--- config.mk ---
export PLATFORM = sky130hd
export DESIGN_NAME = system_bus_matrix
export DESIGN_NICKNAME = d
export VERILOG_FILES = /design/src/bus_matrix_pkg.sv /design/src/matrix_decoder.sv /design/src/system_bus_matrix.sv
export SDC_FILE = /design/constraint.sdc
export NUM_CORES = 1
export LEC_CHECK = 0
export ABC_CLOCK_PERIOD_IN_PS = 8200
export BUFFER_PORTS_ARGS = -buffer_cell sky130_fd_sc_hd__buf_2
export CAP_MARGIN = 20
export CORE_AREA = 4 4 139 141
export DETAILED_ROUTE_END_ITERATION = 12
export DIE_AREA = 0 0 143 145
export PLACE_DENSITY = 0.73
export SETUP_SLACK_MARGIN = 0.02
export SLEW_MARGIN = 10
export SYNTH_ARGS = -nofsm -noshare
export SYNTH_HDL_FRONTEND = slang
export SYNTH_SLANG_ARGS = --single-unit
--- constraint.sdc ---
create_clock -name clock -period 8.2 [get_ports clock]
set_input_delay 1.64 -clock clock [delete_from_list [all_inputs] [get_ports clock]]
set_output_delay 1.64 -clock clock [all_outputs]
set_load 0.01 [all_outputs]
--- src/bus_matrix_pkg.sv ---
package bus_matrix_pkg;
    localparam int ADDR_W = 32;
    localparam int DATA_W = 32;
    localparam int NUM_SLAVES = 5;
    localparam int NUM_APB_SLOTS = 16;

    // slave port indices
    localparam int PORT_FLASH = 0;
    localparam int PORT_SRAM = 1;
    localparam int PORT_ADC = 2;
    localparam int PORT_AHB = 3;
    localparam int PORT_APB = 4;

    // address regions
    localparam logic [31:0] BOOT_BASE = 32'h0000_0000;
    localparam logic [31:0] BOOT_LAST = 32'h0000_75ff;
    localparam logic [31:0] FLASH_BASE = 32'h0800_0000;
    localparam logic [31:0] FLASH_LAST = 32'h0800_75ff;
    localparam logic [31:0] INFO_BASE = 32'h1fff_f000;
    localparam logic [31:0] INFO_LAST = 32'h1fff_f60f;
    localparam logic [31:0] SRAM_BASE = 32'h2000_0000;
    localparam logic [31:0] SRAM_LAST = 32'h2000_0fff;
    localparam logic [31:0] ADC_BASE = 32'h4002_0800;
    localparam logic [31:0] ADC_LAST = 32'h4002_0bff;
    localparam logic [31:0] APB_BASE = 32'h4000_0000;
    localparam logic [31:0] APB_LAST = 32'h4000_73ff;
    localparam logic [31:0] AHB_BASE = 32'h4002_0000;
    localparam logic [31:0] AHB_LAST = 32'h4002_33ff;
    localparam int SLOT_SHIFT = 10;

    // apb slot occupancy, one bit per 1KB window from APB_BASE
    localparam logic [31:0] APB_SLOT_USED = 32'h1066_6bba;
    // ahb windows: rcc, flash regs, crc
    localparam logic [31:0] RCC_BASE = 32'h4002_1000;
    localparam logic [31:0] RCC_LAST = 32'h4002_13ff;
    localparam logic [31:0] FREG_BASE = 32'h4002_2000;
    localparam logic [31:0] FREG_LAST = 32'h4002_23ff;
    localparam logic [31:0] CRC_BASE = 32'h4002_3000;
    localparam logic [31:0] CRC_LAST = 32'h4002_33ff;

    localparam logic [1:0] HTRANS_IDLE = 2'h0;
    localparam logic [1:0] HTRANS_NSEQ = 2'h2;
    localparam logic [1:0] HTRANS_SEQ = 2'h3;
    localparam logic HRESP_OKAY = 1'b0;
    localparam logic HRESP_ERROR = 1'b1;

    localparam int PCLK_MAX_MHZ = 48;
    localparam int SYSCLK_MHZ = 125;
    localparam int PCLK_DIV = (SYSCLK_MHZ + PCLK_MAX_MHZ - 1) / PCLK_MAX_MHZ;
endpackage

--- src/matrix_decoder.sv ---
`timescale 1ns/100ps
module matrix_decoder
    import bus_matrix_pkg::*;
(
    input  wire logic [31:0]            addr,
    output logic      [NUM_SLAVES-1:0] select,
    output logic      [31:0]            mappedAddr,
    output logic                        apbSlotHit,
    output logic      [3:0]             apbSlot
);
    logic [4:0] slotIdx;
    logic [3:0] rank;

    always_comb
    begin
        select = '0;
        mappedAddr = addr;
        slotIdx = addr[14:10];
        apbSlotHit = 1'b0;
        apbSlot = 4'h0;
        rank = 4'h0;
        // slot number is the rank among occupied windows, so the fifteen occupied windows get distinct ids 0 to 14
        for (int i = 0; i < 32; i++)
        begin
            if (i < int'(slotIdx) && APB_SLOT_USED[i])
                rank = rank + 4'h1;
        end
        if (addr >= BOOT_BASE && addr <= BOOT_LAST)
        begin
            select[PORT_FLASH] = 1'b1;
            mappedAddr = addr | FLASH_BASE;
        end
        else if ((addr >= FLASH_BASE && addr <= FLASH_LAST)
                 || (addr >= INFO_BASE && addr <= INFO_LAST))
            select[PORT_FLASH] = 1'b1;
        else if (addr >= SRAM_BASE && addr <= SRAM_LAST)
            select[PORT_SRAM] = 1'b1;
        else if (addr >= ADC_BASE && addr <= ADC_LAST)
            select[PORT_ADC] = 1'b1;
        else if ((addr >= RCC_BASE && addr <= RCC_LAST)
                 || (addr >= FREG_BASE && addr <= FREG_LAST)
                 || (addr >= CRC_BASE && addr <= CRC_LAST))
            select[PORT_AHB] = 1'b1;
        else if (addr >= APB_BASE && addr <= APB_LAST && APB_SLOT_USED[slotIdx])
        begin
            select[PORT_APB] = 1'b1;
            apbSlotHit = 1'b1;
            apbSlot = rank;
        end
    end
endmodule

--- src/system_bus_matrix.sv ---
`timescale 1ns/100ps
module system_bus_matrix
    import bus_matrix_pkg::*;
(
    input  wire logic                     clock,
    input  wire logic                     sys_rst,
    // master side (processor system bus)
    input  wire logic [31:0]              haddr,
    input  wire logic [1:0]               htrans,
    input  wire logic                     hwrite,
    input  wire logic [2:0]               hsize,
    input  wire logic [31:0]              hwdata,
    output logic      [31:0]              hrdata,
    output logic                          hready,
    output logic                          hresp,
    // shared slave-side address phase, plus data-phase write data and peripheral clock enable
    output logic      [31:0]              slvAddr,
    output logic      [1:0]               slvTrans,
    output logic                          slvWrite,
    output logic      [2:0]               slvSize,
    output logic      [3:0]               slvByteEn,
    output logic      [31:0]              slvWdata,
    output logic      [NUM_SLAVES-1:0]    slvSel,
    output logic      [3:0]               apbSlot,
    output logic                          pclkEnable,
    // slave answers
    input  wire logic [NUM_SLAVES*32-1:0] slvRdata,
    input  wire logic [NUM_SLAVES-1:0]    slvReady,
    input  wire logic [NUM_SLAVES-1:0]    slvResp
);
    typedef enum logic [1:0] {IDLE, DATA, ERR1, ERR2} phase_e;

    phase_e                  phase;
    logic [NUM_SLAVES-1:0]   decSel;
    logic [NUM_SLAVES-1:0]   dataSel;
    logic [31:0]             decAddr;
    logic                    decSlotHit;
    logic [3:0]              decSlot;
    logic                    reqValid;
    logic                    grant;
    logic [1:0]              addrLow;
    logic [31:0]             pickRdata;
    logic                    pickReady;
    logic                    pickResp;
    logic [7:0]              pclkCount;

    matrix_decoder u_dec
    (
        .addr       (haddr),
        .select     (decSel),
        .mappedAddr (decAddr),
        .apbSlotHit (decSlotHit),
        .apbSlot    (decSlot)
    );

    assign reqValid = (htrans == HTRANS_NSEQ) || (htrans == HTRANS_SEQ);
    // single master: grant whenever the data phase is free, still one arbitration point
    assign grant = reqValid && hready;

    always_ff @(posedge clock or posedge sys_rst)
    begin
        if (sys_rst)
            phase <= IDLE;
        else if (hready && grant && decSel == '0)
            phase <= ERR1;
        else if (phase == ERR1)
            phase <= ERR2;
        else if (hready)
            phase <= grant ? DATA : IDLE;
    end

    always_ff @(posedge clock or posedge sys_rst)
    begin
        if (sys_rst)
        begin
            dataSel <= '0;
            addrLow <= 2'h0;
        end
        else if (hready)
        begin
            dataSel <= grant ? decSel : '0;
            addrLow <= haddr[1:0];
        end
    end

    // address phase forwarded with the boot alias applied
    always_ff @(posedge clock or posedge sys_rst)
    begin
        if (sys_rst)
        begin
            slvAddr <= 32'h0000_0000;
            slvTrans <= HTRANS_IDLE;
            slvWrite <= 1'b0;
            slvSize <= 3'h0;
            slvByteEn <= 4'h0;
            slvSel <= '0;
            apbSlot <= 4'h0;
        end
        else if (hready)
        begin
            slvAddr <= decAddr;
            slvTrans <= grant ? htrans : HTRANS_IDLE;
            slvWrite <= hwrite;
            slvSize <= hsize;
            slvSel <= grant ? decSel : '0;
            apbSlot <= decSlotHit ? decSlot : 4'h0;
            // lane 0 carries the lowest-addressed byte
            case (hsize)
                3'h0: slvByteEn <= 4'h1 << haddr[1:0];
                3'h1: slvByteEn <= haddr[1] ? 4'hc : 4'h3;
                default: slvByteEn <= 4'hf;
            endcase
        end
    end

    // write data belongs to the data phase, one cycle behind
    always_ff @(posedge clock or posedge sys_rst)
    begin
        if (sys_rst)
            slvWdata <= 32'h0000_0000;
        else
            slvWdata <= hwdata;
    end

    always_comb
    begin
        pickRdata = 32'h0000_0000;
        pickReady = 1'b1;
        pickResp = HRESP_OKAY;
        for (int i = 0; i < NUM_SLAVES; i++)
        begin
            if (dataSel[i])
            begin
                pickRdata = slvRdata[i*32 +: 32];
                pickReady = slvReady[i];
                pickResp = slvResp[i];
            end
        end
    end

    // two-cycle error answer as the bus protocol requires
    always_comb
    begin
        hrdata = pickRdata;
        case (phase)
            ERR1:
            begin
                hready = 1'b0;
                hresp = HRESP_ERROR;
            end
            ERR2:
            begin
                hready = 1'b1;
                hresp = HRESP_ERROR;
            end
            DATA:
            begin
                hready = pickReady;
                hresp = pickResp;
            end
            default:
            begin
                hready = 1'b1;
                hresp = HRESP_OKAY;
            end
        endcase
    end

    // peripheral clock enable kept at or below its ceiling
    always_ff @(posedge clock or posedge sys_rst)
    begin
        if (sys_rst)
        begin
            pclkCount <= 8'h00;
            pclkEnable <= 1'b0;
        end
        else if (pclkCount == 8'(PCLK_DIV - 1))
        begin
            pclkCount <= 8'h00;
            pclkEnable <= 1'b1;
        end
        else
        begin
            pclkCount <= pclkCount + 8'h01;
            pclkEnable <= 1'b0;
        end
    end
endmodule

## Yosys cells after proc, flatten, opt, wreduce, memory -nomap -nowiden

Memories as Yosys holds them, arrays and structs flattened.
Cells that the tools add are included.

| word-level totals | value |
|---|---|
| logic and storage cells | 156 |
| register bits | 94 |
| memory bits (read-only) | 32 |
| bits in writable memories | 0 |
| latch bits | 0 |
| memories kept | 1 |

Memories:

| memory | depth | bits a word | read ports | clocked after memory_dff | write ports | line | text |
|---|---|---|---|---|---|---|---|
| (name not given) | 32 | 1 | 1 | 0 | 0 | matrix_decoder.sv:44 | `else if (addr >= APB_BASE && addr <= APB_LAST && APB_SLOT_USED[slotIdx])` |

| cells by class | value |
|---|---|
| multiply operators | 0 |
| magnitude comparators | 34 |
| equal/unequal tests | 7 |
| reduce and logical (&&, ||, !) cells | 21 |
| divide/modulo/power cells | 0 |
| bitwise operators | 0 |
| muxes and demuxes | 66 |
| shifts and indexed selects | 1 |
| add/subtract/negate cells | 15 |

Operators with widths:

| operator | count |
|---|---|
| $ge A32 B31 Y1 const B | 5 |
| $le A32 B31 Y1 const B | 5 |
| $mux W32 | 5 |
| $mux W4 | 24 |
| $add A4 B1 Y4 const B | 14 |
| $ge A32 B1 Y1 const B | 1 |
| $ge A32 B28 Y1 const B | 1 |
| $ge A32 B29 Y1 const B | 1 |
| $ge A32 B30 Y1 const B | 1 |
| $le A32 B15 Y1 const B | 1 |
| $le A32 B28 Y1 const B | 1 |
| $le A32 B29 Y1 const B | 1 |
| $le A32 B30 Y1 const B | 1 |
| $mux W28 | 1 |
| $lt A4 B5 Y1 const A | 5 |
| $lt A5 B5 Y1 const A | 5 |
| $mux W1 | 25 |
| $lt A3 B5 Y1 const A | 3 |
| $logic_and A1 B1 Y1 | 13 |
| $mux W2 | 5 |
| $add A8 B1 Y8 const B | 1 |
| $eq A2 B2 Y1 const B | 4 |
| $eq A8 B2 Y1 const B | 1 |
| $mux W8 | 1 |
| other kinds (15) | 19 |

## Longest topological paths before layout

| depth | value |
|---|---|
| depth in word-level cells | 37 |
| depth in mapped cells | 44 |
| gate-level depth less buffers | 41 |

## Cells and area by module

A second synthesis with hierarchy kept.

| second synthesis, totals | value |
|---|---|
| cell total of the unflattened synthesis | 711 |
| area total of the unflattened synthesis | 6855.3 µm² |

By module, submodules not included:

| module | sequential area each (µm²) | area an instance (µm²) | cells an instance | times used |
|---|---|---|---|---|
| system_bus_matrix | 2352.3 | 4551.9 | 385 | 1 |
| matrix_decoder | 0.0 | 2303.5 | 326 | 1 |

## Worst setup path before layout

No wires, ideal clock.

| timing path | value |
|---|---|
| path type | input to register |
| from | input port haddr[12] |
| to | register apbSlot[2] |
| data required time | 8077 ps |
| stages | 44 |
| path slack | -1053 ps |
| buffers on the path | 5 |
| data arrival time | 9130 ps |
| setup time | 123 ps |
| cells stage by stage | buf_2 > buf_2 > buf_2 > or2_2 > nor2_1 > ha_1 > buf_1 > clkbuf_1 > xor2_1 > ha_1 > and2_1 > o21ai_0 > nand3_1 > inv_1 > ha_1 > xnor2_1 > nand2_1 > o21ai_0 > [... 8 more ...] > ha_1 > o21bai_1 > a22oi_1 > nor2_1 > xnor2_1 > mux2_2 > ha_1 > a311oi_1 > o32ai_1 > a21oi_1 > and3_1 > nor2_1 > o21ai_0 > ha_1 > nand2_1 > xor2_1 > xnor2_1 > o21ai_1 |

| between the ends | value |
|---|---|
| cells in the longest elaborated chain, start to end | 37 |
| elaborated cells between the ends (all ways) | 90 |
| those cells by class | add/sub (14); order compare (33); mux (29); reduce/logical (13); memory (1) |

RTL lines:

| element | line | text |
|---|---|---|
| from (decl) | system_bus_matrix.sv:8 | `input wire logic [31:0] haddr,` |
| $lt A1 B5 Y1 | matrix_decoder.sv:25 | `if (i < int'(slotIdx) && APB_SLOT_USED[i])` |
| $mux W1 | matrix_decoder.sv:25 |  |
| $add A4 B1 Y4 | matrix_decoder.sv:26 | `rank = rank + 4'h1;` |
| $mux W4 | matrix_decoder.sv:25 |  |
| $add A4 B1 Y4 | matrix_decoder.sv:26 |  |
| $mux W4 | matrix_decoder.sv:25 |  |
| $add A4 B1 Y4 | matrix_decoder.sv:26 |  |
| $mux W4 | matrix_decoder.sv:25 |  |
| [... 21 more ...] | n/a |  |
| $mux W4 | matrix_decoder.sv:25 |  |
| $mux W4 | matrix_decoder.sv:44 |  |
| $mux W4 | matrix_decoder.sv:40 | `else if ((addr >= RCC_BASE && addr <= RCC_LAST)` |
| $mux W4 | matrix_decoder.sv:38 | `else if (addr >= ADC_BASE && addr <= ADC_LAST)` |
| $mux W4 | matrix_decoder.sv:36 | `else if (addr >= SRAM_BASE && addr <= SRAM_LAST)` |
| $mux W4 | matrix_decoder.sv:33 | `else if ((addr >= FLASH_BASE && addr <= FLASH_LAST)` |
| $mux W4 | matrix_decoder.sv:28 | `if (addr >= BOOT_BASE && addr <= BOOT_LAST)` |
| $mux W4 * | system_bus_matrix.sv:106 | `apbSlot <= decSlotHit ? decSlot : 4'h0;` |
| to (signal assigned) | system_bus_matrix.sv:106 |  |
| to (decl) | system_bus_matrix.sv:24 | `output logic [3:0] apbSlot,` |

Mark *: on every way between the ends. The rest lies on a longest branch, timed or not. The select of a mux whose other input is x is not followed.
A chain may end at the register's enable or synchronous reset.

## Final worst setup path

| timing path | value |
|---|---|
| from | input port haddr[13] |
| to | register apbSlot[2] |

The elaborated chain is that of the path after synthesis.

==> flow_summary.toml <==
[placement]
gp_congestion = 0.928
post-place-ws_ns = -0.458
portBuffers = 359
dp.cells = 1435
placedInstanceArea_um2 = 8850
dpl.hpwl_um = 20100

[clock_tree]
cts_tree = "done"
cts_buffers = 9
h-tree-depth = 3
cts_sinks = 94
cts_max_path_buffers = 2
clk_latency_ns = 0.35
cts-root-buf = "clkbuf_16"
clk_pin_slew_ns = 0.07

[drt]
maxUsedRoutingLayer = "met5"
wl_per_cell_um = 17.9
drt_wl_total_um = 26100
ant_nets = 0
num_vias = 7638
first_pass_iters = 5
met2_length_um = 13600
drt-met1-wl_um = 9830
drt_iter0_markers = 473
via_per_inst = 5.23
met3_length_um = 1890
drc = 0

[critical_path]
cpMostUsedCell = "ha_4"
cp_slowest_cell = "or3_4"
worstPathArrival_ns = 8.29
endpoint_kind = "register"
crit_start = "haddr[13]"
r2r-start = "slvSel[0]"
setup.worst_path.class = "in2reg"
reg2reg_depth = 11
cpPeakStageDelay_ns = 0.38
r2r_end = "apbSlot[3]"
worstPathMaxFanout = 3
r2r_slack_ns = 4.55
crit_path_start_kind = "primary input"
crit_required_ns = 8.43

[die]
die_y_um = 145
rows = 49
die_area_um2 = 20700
initial_utilization = 0.371
coreArea_um2 = 18000
ios = 360
die_w_um = 143

[timing]
fmax_mhz = 124
relSlewSlack = 0.316
finalHoldViolCount = 0
rsz0062_at_grt = "yes"
report.final.slew_viol_count = 0
finalSetupTns_ns = 0
worst_pin_slew_ns = 1.03
finalCritPeriodShare = 0.982
period_minus_slack_ns = 8.05
skew_ns = 0.00767
setup_viol = 0
fin_ws_ns = 0.145

[cells_and_area]
final_cell_count_no_fill = 1461
final_cell_mix = "buf_2 (356), nand2_1 (177), nor2_1 (96), dfrtp_1 (91), a21oi_1 (80)"
final_layout_size_suffix_gt1_frac = 0.398
utilization = 0.527
stdcell_area_um2 = 9470
area.growth.synth_to_final_pct = 42.3
num-nets-final = 1487
fill_cells = 1724
final_common_cell = "buf_2"

[synth]
syn-num-nets = 1139
netlist_area_um2 = 6660
ys_warn_count = 0
ys.flop_type = "dfrtp_1"
syn_avg_cell_area_um2 = 7.60
synth_seq_cells = 94
syn_inst = 876
async_reset_ff_frac = 1.00
seq_area_frac_synth = 0.353
synth-edff-count = 0
ys_types = 76

[power]
p_per_area_nw_per_um2 = 206
p_leak_nw = 4.75
ir_worst_vdd_mv = 0.151

[min_path]
holdPathEnd = "slvAddr[8]"
hold_class = "reg2reg"
min_path_cells = 2
hp-start = "slvAddr[8]"

[global_route]
antenna_found_initial = 5
grtUsageTotal = 0.234
grt_pass1_vias = 7032
gr-total-overflow = 0
grt_max_degree = 71
grt_pass1_wl_um = 38500

[flow_run]
maxCapViolCount = 0

[status]
run_status = "finished, final reports clean"
power breakdown:
| group | total [mW] | switching [mW] | internal (mW) |
|---|---|---|---|
| Clock | 0.459 | 0.189 | 0.270 |
| Sequential | 0.632 | 0.0546 | 0.577 |
| Combinational | 0.865 | 0.492 | 0.373 |
area by class of cell:
type                       instances  area (um2)  area share
multi-input combinational        694        4280       0.451
sequential                        94        2360       0.249
timing repair buffer             399        2130       0.225
tap                              229         287      0.0302
clock buffer                      10         229      0.0242
inverter                          26        98.8      0.0104
clock inverter                     6        93.8     0.00990
antenna                            3        7.51    0.000792
cell families (layout without fill, tap and decap cells):
kind of cell             Yosys count  count (layout)  synth area share
AO/OA/AOI/OAI                    248             248             0.232
buffers and inverters             88             441            0.0543
flip-flops                        94              94             0.353
adder cells (fa/ha/maj)           22              22            0.0410
XOR/XNOR                          38              38            0.0545
other                              0               3                 0
multiplexers                       7               7            0.0122
AND/OR/NAND/NOR                  379             379             0.252
state kept, by name, indices dropped and copies added (netlist names):
| name | count |
|---|---|
| apbSlot | 4 |
| pclkCount | 8 |
| pclkEnable | 1 |
| phase | 2 |
| slvAddr | 32 |
| slvByteEn | 4 |
| slvSel | 5 |
| slvSize | 3 |
| slvTrans | 2 |
| slvWdata | 32 |
| slvWrite | 1 |
critical path: cells and delay by family:
kind	cells	cell delay, ns
AO/OA/AOI/OAI	12	1.72
adder cells (fa/ha/maj)	7	1.68
multiplexers	1	0.27
AND/OR/NAND/NOR	13	1.89
XOR/XNOR	4	0.56
buffers and inverters	6	0.54
cell usage after synthesis (3+ instances only):
library cell  number  share of area
nor3b_1            4         0.0045
nand3_1           23          0.017
or3_1              4         0.0038
nand2_1          178           0.10
mux2_2             4         0.0068
a21o_1             3         0.0034
nor4_1            10         0.0094
nor3_1             8         0.0060
a21oi_1           86          0.065
xnor2_1           22          0.029
dfrtp_1           94           0.35
a211oi_1           5         0.0056
a31oi_1            5         0.0047
ha_1              21          0.039
nor2b_1            3         0.0028
inv_2              4         0.0023
nor2_1           100          0.056
xor2_1            13          0.017
inv_1             22          0.012
and3b_1            3         0.0039
o31ai_1            3         0.0034
a22oi_1           33          0.037
and3_1             6         0.0056
buf_2             10         0.0075
o21ai_1            6         0.0045
nand4_1           10         0.0094
clkbuf_1          46          0.026
and2_1             4         0.0038
buf_4              3         0.0034
a22o_1             3         0.0039
nand2b_1           9         0.0085
o21ai_0           69          0.052
or2_2              3         0.0028
o211ai_1           3         0.0034
metrics by stage:
step | total power, mW | hold WS [ns]
6_report | 1.96 | 0.472
5_1_grt | 2.08 | 0.483
4_1_cts | 1.91 | 0.474
3_5_place_dp | 1.44 | 0.457
3_3_place_gp | 1.43 | 0.454
2_1_floorplan | 1.13 | 0.446
worst max path at each step:
stage | slack, ns | endpoint
6_report | 0.15 | apbSlot[2]
5_1_grt | -0.16 | apbSlot[2]
4_1_cts | 0.03 | apbSlot[2]
3_5_place_dp | -0.46 | apbSlot[2]
3_3_place_gp | -0.23 | apbSlot[2]
2_1_floorplan | -0.29 | apbSlot[2]
what timing repair did:
| item | 4_1_cts | 5_1_grt |
|---|---|---|
| pin swaps | 2 | 36 |
| buffers inserted | 1 | 6 |
| gates cloned | 0 | 0 |
| setup endpoints to repair | 3 | 3 |
| hold buffers | 0 | 0 |
| gates resized for setup | 3 | 43 |
metal layers:
metal | track usage | up-vias
met3 | 0.0503 | 55
met2 | 0.416 | 304
li1 | - | 3746
met5 | 0 | -
met1 | 0.276 | 3529
met4 | 0.0798 | 4
(Power assumes the default switching activity.)
